<file path="src/hw/pssm_pkg.sv">
package pssm_pkg;

    // ---------------------------------------------------------------
    // register map (byte offsets)
    // ---------------------------------------------------------------
    localparam logic [7:0] OFF_CTRL = 8'h00;
    localparam logic [7:0] OFF_IDLE_T = 8'h04;
    localparam logic [7:0] OFF_SLEEP_T = 8'h08;
    localparam logic [7:0] OFF_STATUS = 8'h0C;
    localparam logic [7:0] OFF_IRQ_STAT = 8'h10;
    localparam logic [7:0] OFF_IRQ_CLR = 8'h14;
    localparam logic [7:0] OFF_IRQ_EN = 8'h18;

    // control register fields
    localparam int CTRL_CFG_LOADED = 0;
    localparam int CTRL_SINK_ROLE = 1;
    localparam int CTRL_MSTBY = 2;
    localparam int CTRL_PATH_AUTO = 3;
    localparam int CTRL_PATH_REEN = 4;
    localparam int CTRL_EXT_GATE = 5;
    localparam int CTRL_SRC_ONLY = 6;
    localparam int CTRL_W = 7;
    localparam logic [CTRL_W-1:0] CTRL_RST = 7'h08;

    // interrupt bits
    localparam int IRQ_DIE_SD = 0;
    localparam int IRQ_PATH_SD = 1;
    localparam int IRQ_WAKE = 2;
    localparam int IRQ_IDLE = 3;
    localparam int IRQ_W = 4;

    // ---------------------------------------------------------------
    // timing
    // ---------------------------------------------------------------
    localparam int CLK_MHZ = 40;
    localparam int IDLE_T_US = 1000;
    localparam int SLEEP_T_US = 10000;
    localparam logic [31:0] IDLE_T_RST = 32'(IDLE_T_US * CLK_MHZ);
    localparam logic [31:0] SLEEP_T_RST = 32'(SLEEP_T_US * CLK_MHZ);
    localparam logic [1:0] STRAP_SETTLE_CYC = 2'h2;

    // ---------------------------------------------------------------
    // types
    // ---------------------------------------------------------------
    typedef enum logic [1:0] {
        PSSM_ST_BOOT = 2'b00,
        PSSM_ST_ACTIVE = 2'b01,
        PSSM_ST_IDLE = 2'b10,
        PSSM_ST_SLEEP = 2'b11
    } pssm_state_e;

    typedef enum logic [1:0] {
        PSSM_POL_SAFE = 2'b00,
        PSSM_POL_NEGOTIATE = 2'b01,
        PSSM_POL_SINK_ON = 2'b10
    } pssm_policy_e;

    typedef struct packed {
        logic valid;
        pssm_policy_e policy;
        logic [1:0] idx;
    } pssm_strap_s;

    // decoded strap pair -> address index (0..3 means #1..#4) and policy
    function automatic pssm_strap_s pssm_decode(input logic [2:0] a, input logic [2:0] b);
        pssm_strap_s r;
        r = '{valid: 1'b1, policy: PSSM_POL_SAFE, idx: 2'h0};
        unique case ({a, b})
            6'o73: r = '{1'b1, PSSM_POL_NEGOTIATE, 2'h0};
            6'o33: r = '{1'b1, PSSM_POL_NEGOTIATE, 2'h1};
            6'o40: r = '{1'b1, PSSM_POL_NEGOTIATE, 2'h2};
            6'o37: r = '{1'b1, PSSM_POL_NEGOTIATE, 2'h3};
            6'o70: r = '{1'b1, PSSM_POL_SAFE, 2'h0};
            6'o00: r = '{1'b1, PSSM_POL_SAFE, 2'h1};
            6'o60: r = '{1'b1, PSSM_POL_SAFE, 2'h2};
            6'o57: r = '{1'b1, PSSM_POL_SAFE, 2'h3};
            6'o75: r = '{1'b1, PSSM_POL_SINK_ON, 2'h0};
            6'o55: r = '{1'b1, PSSM_POL_SINK_ON, 2'h1};
            6'o20: r = '{1'b1, PSSM_POL_SINK_ON, 2'h2};
            6'o17: r = '{1'b1, PSSM_POL_SINK_ON, 2'h3};
            default: r = '{1'b0, PSSM_POL_SAFE, 2'h0};
        endcase
        return r;
    endfunction

endpackage

</file>
<file path="src/hw/pssm_tmr_if.sv">
`timescale 1ns/1ps
interface pssm_tmr_if;
    logic restart;
    logic [31:0] period;
    logic expired;
    modport ctl (output restart, output period, input expired);
    modport tmr (input restart, input period, output expired);
endinterface

</file>
<file path="src/hw/pssm_top.sv">
// Implementation choices: the address map and the APB interface to the registers.
`timescale 1ns/1ps
module pssm_top (
    input wire logic mclk, // 40 MHz system clock
    input wire logic rst, // async reset, active high
    input wire logic psel, // apb select
    input wire logic penable, // apb enable
    input wire logic pwrite, // apb direction
    input wire logic [7:0] paddr, // apb byte address
    input wire logic [31:0] pwdata, // apb write data
    output logic [31:0] prdata, // apb read data
    output logic pready, // apb ready
    output logic pslverr, // apb error on unmapped address
    input wire logic [2:0] strap_input_first, // decoded strap value, pin
    input wire logic [2:0] strap_input_second, // decoded strap value, pin
    input wire logic die_temp_hot, // die above shutdown threshold
    input wire logic die_temp_cool, // die below threshold less hysteresis
    input wire logic [1:0] path_temp_hot, // source path sensors above threshold
    input wire logic [1:0] path_temp_cool, // source path sensors cooled by hysteresis
    input wire logic cc_attach_det, // type-c connection detected, pin
    input wire logic act_pd_msg, // incoming pd message
    input wire logic act_cc_change, // cc status change
    input wire logic act_gpio, // gpio input event
    input wire logic act_i2c, // i2c transaction
    input wire logic act_volt_alert, // voltage alert
    input wire logic act_fault_alert, // fault alert
    output logic low_voltage_source_path_en, // 5 V source path enable
    output logic high_voltage_sink_path_en, // internal sink path enable
    output logic external_sink_path_gate_en, // external sink gate enable
    output logic cable_supply_path_en, // cable supply path enable
    output logic cc1_rd_en, // cc1 Rd termination
    output logic cc1_rp_en, // cc1 Rp 3.0 A termination
    output logic cc2_term_en, // cc2 termination, always open
    output logic pd_phy_en, // pd physical layer enable
    output logic normal_run_mode, // running mode entered
    output logic func_en, // functions enabled outside die shutdown
    output logic [1:0] addr_index, // i2c address index, 0 means #1
    output logic eeprom_load_req, // one-cycle pulse: start config load
    output logic irq // level interrupt
);
    // ---------------------------------------------------------------
    // pin synchronisers
    // ---------------------------------------------------------------
    localparam int SYNC_W = 13;
    logic [SYNC_W-1:0] pin_raw;
    logic [SYNC_W-1:0] sync1_q;
    logic [SYNC_W-1:0] sync2_q;
    assign pin_raw = {cc_attach_det, path_temp_cool, path_temp_hot, die_temp_cool,
                      die_temp_hot, strap_input_second, strap_input_first};
    genvar gi;
    generate
        for (gi = 0; gi < SYNC_W; gi++) begin : g_sync
            always_ff @(posedge mclk or posedge rst) begin
                if (rst) begin
                    sync1_q[gi] <= 1'b0;
                    sync2_q[gi] <= 1'b0;
                end else begin
                    sync1_q[gi] <= pin_raw[gi];
                    sync2_q[gi] <= sync1_q[gi];
                end
            end
        end
    endgenerate
    logic [2:0] strap_a;
    logic [2:0] strap_b;
    logic die_hot;
    logic die_cool;
    logic [1:0] path_hot;
    logic [1:0] path_cool;
    logic attach;
    assign strap_a = sync2_q[2:0];
    assign strap_b = sync2_q[5:3];
    assign die_hot = sync2_q[6];
    assign die_cool = sync2_q[7];
    assign path_hot = sync2_q[9:8];
    assign path_cool = sync2_q[11:10];
    assign attach = sync2_q[12];

    // ---------------------------------------------------------------
    // registers
    // ---------------------------------------------------------------
    logic [pssm_pkg::CTRL_W-1:0] ctrl_q;
    logic [31:0] idle_t_q;
    logic [31:0] sleep_t_q;
    logic [pssm_pkg::IRQ_W-1:0] irq_stat_q;
    logic [pssm_pkg::IRQ_W-1:0] irq_en_q;
    logic [pssm_pkg::IRQ_W-1:0] irq_evt;
    logic wr_en;
    logic setup;
    logic mapped;
    logic [31:0] rd_mux;
    pssm_pkg::pssm_state_e state_q;
    pssm_pkg::pssm_policy_e policy_q;
    logic strap_bad_q;
    logic die_sd_q;
    logic path_sd_q;
    logic sink_q;

    assign setup = psel && !penable;
    assign wr_en = psel && penable && pready && pwrite;
    assign mapped = (paddr == pssm_pkg::OFF_CTRL) || (paddr == pssm_pkg::OFF_IDLE_T)
                 || (paddr == pssm_pkg::OFF_SLEEP_T) || (paddr == pssm_pkg::OFF_STATUS)
                 || (paddr == pssm_pkg::OFF_IRQ_STAT) || (paddr == pssm_pkg::OFF_IRQ_CLR)
                 || (paddr == pssm_pkg::OFF_IRQ_EN);

    always_comb begin
        rd_mux = 32'h0000_0000;
        unique case (paddr)
            pssm_pkg::OFF_CTRL: rd_mux = {25'h0, ctrl_q};
            pssm_pkg::OFF_IDLE_T: rd_mux = idle_t_q;
            pssm_pkg::OFF_SLEEP_T: rd_mux = sleep_t_q;
            pssm_pkg::OFF_STATUS: rd_mux = {20'h0, strap_bad_q, normal_run_mode, pd_phy_en,
                                            sink_q, path_sd_q, die_sd_q, addr_index,
                                            policy_q, state_q};
            pssm_pkg::OFF_IRQ_STAT: rd_mux = {28'h0, irq_stat_q};
            pssm_pkg::OFF_IRQ_EN: rd_mux = {28'h0, irq_en_q};
            default: rd_mux = 32'h0000_0000;
        endcase
    end

    // no wait state: the answer is prepared during the setup cycle
    always_ff @(posedge mclk or posedge rst) begin
        if (rst) begin
            pready <= 1'b0;
            pslverr <= 1'b0;
            prdata <= 32'h0000_0000;
        end else begin
            pready <= setup;
            pslverr <= setup && !mapped;
            prdata <= (setup && !pwrite) ? rd_mux : 32'h0000_0000;
        end
    end

    // the re-enable bit is a command and never stored
    always_ff @(posedge mclk or posedge rst) begin
        if (rst) begin
            ctrl_q <= pssm_pkg::CTRL_RST;
            idle_t_q <= pssm_pkg::IDLE_T_RST;
            sleep_t_q <= pssm_pkg::SLEEP_T_RST;
            irq_en_q <= '0;
        end else if (wr_en) begin
            if (paddr == pssm_pkg::OFF_CTRL) begin
                ctrl_q <= pwdata[pssm_pkg::CTRL_W-1:0] & ~(7'h01 << pssm_pkg::CTRL_PATH_REEN);
            end
            if (paddr == pssm_pkg::OFF_IDLE_T) begin
                idle_t_q <= pwdata;
            end
            if (paddr == pssm_pkg::OFF_SLEEP_T) begin
                sleep_t_q <= pwdata;
            end
            if (paddr == pssm_pkg::OFF_IRQ_EN) begin
                irq_en_q <= pwdata[pssm_pkg::IRQ_W-1:0];
            end
        end
    end

    logic path_reen_cmd;
    assign path_reen_cmd = wr_en && (paddr == pssm_pkg::OFF_CTRL)
                        && pwdata[pssm_pkg::CTRL_PATH_REEN];

    // sticky events; a new event wins over a clear in the same cycle
    always_ff @(posedge mclk or posedge rst) begin
        if (rst) begin
            irq_stat_q <= '0;
            irq <= 1'b0;
        end else begin
            irq_stat_q <= (irq_stat_q & ~((wr_en && paddr == pssm_pkg::OFF_IRQ_CLR)
                          ? pwdata[pssm_pkg::IRQ_W-1:0] : '0)) | irq_evt;
            irq <= |(irq_stat_q & irq_en_q);
        end
    end

    // ---------------------------------------------------------------
    // boot: strap capture and configuration request
    // ---------------------------------------------------------------
    logic [1:0] settle_q;
    pssm_pkg::pssm_strap_s dec;
    assign dec = pssm_pkg::pssm_decode(strap_a, strap_b);

    // straps are read only once the synchronisers hold settled pin levels
    always_ff @(posedge mclk or posedge rst) begin
        if (rst) begin
            settle_q <= 2'h0;
            policy_q <= pssm_pkg::PSSM_POL_SAFE;
            addr_index <= 2'h0;
            strap_bad_q <= 1'b0;
            eeprom_load_req <= 1'b0;
        end else begin
            eeprom_load_req <= 1'b0;
            if (state_q == pssm_pkg::PSSM_ST_BOOT) begin
                if (settle_q != pssm_pkg::STRAP_SETTLE_CYC) begin
                    settle_q <= settle_q + 2'h1;
                end else begin
                    // unknown codes fall back to the safest policy
                    policy_q <= dec.policy;
                    addr_index <= dec.idx;
                    strap_bad_q <= !dec.valid;
                    eeprom_load_req <= 1'b1;
                end
            end
        end
    end

    // ---------------------------------------------------------------
    // power state machine
    // ---------------------------------------------------------------
    pssm_tmr_if tif ();
    pssm_idle_timer u_timer (
        .mclk(mclk),
        .rst(rst),
        .tif(tif)
    );

    logic activity;
    logic attach_d_q;
    logic attach_rise;
    logic mstby;
    pssm_pkg::pssm_state_e state_d;
    assign activity = act_pd_msg || act_cc_change || act_gpio || act_i2c
                   || act_volt_alert || act_fault_alert;
    assign attach_rise = attach && !attach_d_q;
    assign mstby = ctrl_q[pssm_pkg::CTRL_MSTBY];
    assign tif.restart = activity || (state_d != state_q);
    assign tif.period = (state_q == pssm_pkg::PSSM_ST_IDLE) ? sleep_t_q : idle_t_q;

    always_comb begin
        state_d = state_q;
        unique case (state_q)
            pssm_pkg::PSSM_ST_BOOT: begin
                if (settle_q == pssm_pkg::STRAP_SETTLE_CYC) begin
                    state_d = pssm_pkg::PSSM_ST_ACTIVE;
                end
            end
            pssm_pkg::PSSM_ST_ACTIVE: begin
                if (tif.expired && !activity) begin
                    state_d = pssm_pkg::PSSM_ST_IDLE;
                end
            end
            pssm_pkg::PSSM_ST_IDLE: begin
                if (activity || attach_rise) begin
                    state_d = pssm_pkg::PSSM_ST_ACTIVE;
                end else if (tif.expired && !mstby) begin
                    // standby holds the Idle sub-state instead of sleeping
                    state_d = pssm_pkg::PSSM_ST_SLEEP;
                end
            end
            pssm_pkg::PSSM_ST_SLEEP: begin
                if (attach_rise || activity) begin
                    state_d = pssm_pkg::PSSM_ST_ACTIVE;
                end
            end
        endcase
    end

    always_ff @(posedge mclk or posedge rst) begin
        if (rst) begin
            state_q <= pssm_pkg::PSSM_ST_BOOT;
            attach_d_q <= 1'b0;
        end else begin
            state_q <= state_d;
            attach_d_q <= attach;
        end
    end

    // ---------------------------------------------------------------
    // thermal shutdown
    // ---------------------------------------------------------------
    always_ff @(posedge mclk or posedge rst) begin
        if (rst) begin
            die_sd_q <= 1'b0;
            path_sd_q <= 1'b0;
        end else begin
            if (die_hot) begin
                die_sd_q <= 1'b1;
            end else if (die_cool) begin
                die_sd_q <= 1'b0;
            end
            // a re-enable written while still hot is ignored
            if (|path_hot) begin
                path_sd_q <= 1'b1;
            end else if (&path_cool && (ctrl_q[pssm_pkg::CTRL_PATH_AUTO] || path_reen_cmd)) begin
                path_sd_q <= 1'b0;
            end
        end
    end

    always_comb begin
        irq_evt = '0;
        irq_evt[pssm_pkg::IRQ_DIE_SD] = die_hot && !die_sd_q;
        irq_evt[pssm_pkg::IRQ_PATH_SD] = (|path_hot) && !path_sd_q;
        irq_evt[pssm_pkg::IRQ_WAKE] = (state_q == pssm_pkg::PSSM_ST_SLEEP)
                                   && (state_d == pssm_pkg::PSSM_ST_ACTIVE);
        irq_evt[pssm_pkg::IRQ_IDLE] = (state_q == pssm_pkg::PSSM_ST_ACTIVE)
                                   && (state_d == pssm_pkg::PSSM_ST_IDLE);
    end

    // ---------------------------------------------------------------
    // power path and termination control
    // ---------------------------------------------------------------
    logic cfg_ok;
    logic run_state;
    logic full_on;
    logic sink_sel;
    logic src_sel;
    logic pd_ok;
    assign cfg_ok = ctrl_q[pssm_pkg::CTRL_CFG_LOADED];
    assign run_state = (state_q == pssm_pkg::PSSM_ST_ACTIVE) || (state_q == pssm_pkg::PSSM_ST_IDLE);
    assign full_on = run_state && !(state_q == pssm_pkg::PSSM_ST_IDLE && mstby);
    // before configuration the dead-battery policy alone picks the sink role;
    // negotiate trusts the system not to pair it with an EEPROM patch
    assign sink_sel = cfg_ok ? (ctrl_q[pssm_pkg::CTRL_SINK_ROLE] && !ctrl_q[pssm_pkg::CTRL_SRC_ONLY])
                             : (policy_q != pssm_pkg::PSSM_POL_SAFE);
    assign src_sel = cfg_ok && !sink_sel;
    assign pd_ok = cfg_ok || (policy_q == pssm_pkg::PSSM_POL_NEGOTIATE);

    always_ff @(posedge mclk or posedge rst) begin
        if (rst) begin
            low_voltage_source_path_en <= 1'b0;
            high_voltage_sink_path_en <= 1'b0;
            external_sink_path_gate_en <= 1'b0;
            cable_supply_path_en <= 1'b0;
            cc1_rd_en <= 1'b0;
            cc1_rp_en <= 1'b0;
            cc2_term_en <= 1'b0;
            pd_phy_en <= 1'b0;
            normal_run_mode <= 1'b0;
            func_en <= 1'b0;
            sink_q <= 1'b0;
        end else begin
            func_en <= !die_sd_q;
            sink_q <= !die_sd_q && ((sink_sel && full_on)
                   || (!cfg_ok && policy_q == pssm_pkg::PSSM_POL_SINK_ON && state_q != pssm_pkg::PSSM_ST_BOOT));
            high_voltage_sink_path_en <= sink_q && !ctrl_q[pssm_pkg::CTRL_EXT_GATE];
            external_sink_path_gate_en <= sink_q && ctrl_q[pssm_pkg::CTRL_EXT_GATE];
            low_voltage_source_path_en <= !die_sd_q && !path_sd_q && src_sel && run_state;
            cable_supply_path_en <= !die_sd_q && !path_sd_q && full_on;
            cc1_rd_en <= !die_sd_q && full_on && src_sel;
            cc1_rp_en <= !die_sd_q && full_on && sink_sel;
            cc2_term_en <= 1'b0;
            pd_phy_en <= !die_sd_q && run_state && pd_ok;
            normal_run_mode <= !die_sd_q && run_state && pd_ok;
        end
    end
endmodule

</file>
<file path="src/hw/pssm_idle_timer.sv">
`timescale 1ns/1ps
module pssm_idle_timer (
    input wire logic mclk, // system clock
    input wire logic rst, // async reset, active high
    pssm_tmr_if.tmr tif // restart, period and expiry
);
    logic [31:0] count_q;

    // counts quiet cycles and saturates at the period; expiry is a level, so a move
    // held back by standby is taken once the hold lifts
    always_ff @(posedge mclk or posedge rst) begin
        if (rst) begin
            count_q <= 32'h0000_0000;
        end else if (tif.restart) begin
            count_q <= 32'h0000_0000;
        end else if (count_q < tif.period) begin
            count_q <= count_q + 32'h0000_0001;
        end
    end

    // a period of zero never expires, which parks the state machine
    assign tif.expired = (tif.period != 32'h0000_0000)
                         && (count_q >= tif.period - 32'h0000_0001);
endmodule

</file>
<file path="config.mk">
export PLATFORM = sky130hd
export DESIGN_NAME = pssm_top
export DESIGN_NICKNAME = d
export VERILOG_FILES = /design/src/hw/pssm_pkg.sv /design/src/hw/pssm_tmr_if.sv /design/src/hw/pssm_top.sv /design/src/hw/pssm_idle_timer.sv
export SDC_FILE = /design/constraint.sdc
export NUM_CORES = 1
export LEC_CHECK = 0
export BUFFER_PORTS_ARGS = -buffer_cell sky130_fd_sc_hd__buf_2
export CORE_UTILIZATION = 30
export CTS_CLUSTER_DIAMETER = 200
export CTS_CLUSTER_SIZE = 20
export DETAILED_ROUTE_END_ITERATION = 16
export GPL_TIMING_DRIVEN = 1
export PLACE_DENSITY = 0.54
export SYNTH_ARGS = -nofsm -noshare
export SYNTH_HDL_FRONTEND = slang
export SYNTH_SLANG_ARGS = --single-unit
</file>
<file path="constraint.sdc">
create_clock -name mclk -period 8.71 [get_ports mclk]
set_input_delay 1.3065 -clock mclk [delete_from_list [all_inputs] [get_ports mclk]]
set_output_delay 1.3065 -clock mclk [all_outputs]
set_load 0.02 [all_outputs]
</file>
==> qor.txt <==
drt pass-1 iters: 5
CP arrival: 5.86 ns
HP Class: reg2reg
Clock Path Buffers: 2
Routed Antenna Nets: 0
Mapped Nets: 1,150
clock sink total: 193
Worst setup EP type: flop
Synth Cell Area: 10,560 um^2
Post-Synth Adder-Cell Area: 7.345%
Hold Startpoint: sync1_q[3]
Yosys warning count: 0
Top Ports: 112
multiplexer share of the synthesized area: 11.47%
Least-Margin Pin Slew: 1.185 ns
fraction of registers with async set/reset: 100.0%
Fin Clk Skew: 0.01338 ns
largest fanout on the critical path: 48
fmax: 180.2 MHz
most frequent cells in the layout: dfrtp_1 (181), buf_2 (110), nor2_1 (109)
clock slew at reported path FFs: 0.07 ns
Avg Inst Size Synth: 10.31 um^2
worst r2r src: state_q[0]
pwr/cell area: 148.9 nW/um^2
vias in the first global route: 8,078
largest net degree at the start of global routing: 127
maxcap violations: 0
post-CTS sizing: 0
Max IR drop VDD: 0.1331 mV
initial antenna violation count: 0
CTS tree: yes
post-route setup TNS: 0 ns
Die X: 189.6 um
first-pass GRT wire length: 43.95 mm
Max Slew Vio Count: 0
RSZ-0062 raised after global routing: false
Critical path origin: state_q[0]
Starting Density: 30.50%
CTS Hold Bufs: 0
DIE AREA: 35,960 um^2
WHS: 0.3494 ns
Core Rows: 68
register area: 4845 um^2
DRC violations left: 0
fill count: 3,510
Compound-Gate Fraction of Synth Area: 11.74%
total power draw: 1.803 mW
port buffer count: 110
crit path kind: reg2reg
status: finished clean
Synth-to-Final Area Change: 14.60%
multi-input logic area: 5430 um^2
number of enable flip-flop cells after synthesis: 0
Worst-Skew Late Latency: 0.45 ns
Final Hold Fails: 0
Synth Area in Simple Gates: 16.28%
H-tree depth: 4
die height: 189.6 um
Synth Area in XOR/XNOR: 4.478%
final wirelength: 27.05 mm
Placeable Area: 34,630 um^2
post-CTS setup repair buffer count: 0
worst endpoint required time: 9.02 ns
Final nets: 1,240
vias: 8,065
post-DR wirelength/cell: 17.10 um
Distinct cells, synth: 68
number of DRC markers in iteration 0: 485
Post-Syn Instances: 1,024
final global-route overflow total: 0
Vias/cell: 5.098
count of antenna diodes in the layout: 0
Final setup viols: 0
detailed placer's ending HPWL: 19.73 mm
post-synthesis sequential area ratio: 45.87%
largest family of logic cells by synthesized area: simple AND/OR/NAND/NOR gates
most common cell after layout, fill and taps aside: dfrtp_1
slew margin rel.: 20.99%
crit share post-route: 63.72%
#FFs+latches synth: 193
fraction of layout cells with a size suffix above 1: 22.09%
root buf cell: clkbuf_16
Synth Flop Type: dfrtp_1
Pleak: 5.521 nW
GPL Wtd Cong: 0.8383
min Tclk post-route: 5.550 ns
GR Util All Layers: 15.51%
Worst Setup Start Kind: flop
total CTS buffers: 17
[cells by family after synthesis]
logic type,after synthesis
buffers and inverters,65
flip-flops,193
AO/OA/AOI/OAI,189
other,1
multiplexers,112
AND/OR/NAND/NOR,348
XOR/XNOR,54
adder cells (fa/ha/maj),62
[synth_stat cells (21+ instances only)]
cell       n  area share [%]
a21oi_1   51             2.4
a22oi_1   33             2.3
dfrtp_1  181              43
ha_1      62             7.3
mux2_2    72             7.7
mux2i_1   40             3.8
nand2_1   80             2.8
nand3_1   21             1.0
nor2_1   109             3.9
nor3_1    36             1.7
o21ai_0   41             1.9
xnor2_1   39             3.2
[critical path, stage by stage (launching register included)]
cell      delay [ns]
dfrtp_1         0.46
inv_1           0.18
ha_2            0.28
buf_4           0.52
a21oi_1         0.28
nor4b_4         0.58
nor3b_4         0.35
nand2_1         0.14
nor2_2          0.17
o21ai_1         0.11
xnor2_1         0.15
ha_1            0.33
nand4_1         0.14
nor4_1          0.38
o311ai_0        0.22
a31oi_1         0.24
o22ai_2         0.18
o211ai_1        0.21
buf_4           0.37
nor2_1          0.09
[path summary, 6_finish.rpt]
kind | end | slack, ns | cells after the start
worst max-delay path | u_timer.count_q[28] | 3.16 | 19
worst min-delay path | strap_b[0] | 0.35 | 0
worst max register to register | u_timer.count_q[28] | 3.16 | 19
worst min register to register | strap_b[0] | 0.35 | 0
max in group asynchronous | idle_t_q[13] | 6.21 | 3
min in group asynchronous | sync1_q[12] | 1.04 | 2
[where the power goes]
part	internal, mW	switching, mW	leakage, nW
registers	0.905	0.00634	2.55
clock network	0.440	0.356	0.282
logic	0.0336	0.0622	2.69
[registers in the layout, indices dropped and copies added (netlist names), 2 cells and up]
name / flops
path_hot: 2
strap_b: 3
u_timer.count_q: 32
state_q: 2
strap_a: 3
sleep_t_q: 32
sync1_q: 13
path_cool: 2
idle_t_q: 32
addr_index: 2
ctrl_q: 6
irq_en_q: 4
prdata: 32
policy_q: 2
settle_q: 2
irq_stat_q: 4
[stage by stage]
step	worst slack, ns	std cells	util (%)	cell area (um^2)
detailed placement	3.100	1550	33.29	11530
global placement	3.455	1550	33.29	11530
global route	2.560	1582	34.95	12100
floorplan	2.168	1024	-	10560
finish	3.160	1582	34.95	12100
CTS	3.094	1582	34.95	12100
[per-layer routing]
| metal | GRT usage [%] | up-vias | share of wire [%] |
|---|---|---|---|
| li1 | - | 3860 | - |
| met1 | 19.87 | 4025 | 45 |
| met2 | 26.47 | 144 | 49 |
| met3 | 2.675 | 36 | 3.0 |
| met4 | 4.870 | 0 | 2.2 |
| met5 | 0 | - | 0 |
[layout make-up]
| type | count | share of cell area (%) |
|---|---|---|
| clock buffer | 23 | 3.866 |
| clock inverter | 9 | 0.8994 |
| inverter | 19 | 0.6513 |
| multi-input combinational | 766 | 44.87 |
| sequential | 193 | 40.03 |
| tap | 455 | 4.704 |
| timing repair buffer | 117 | 4.983 |
(Power assumes the default switching activity.)
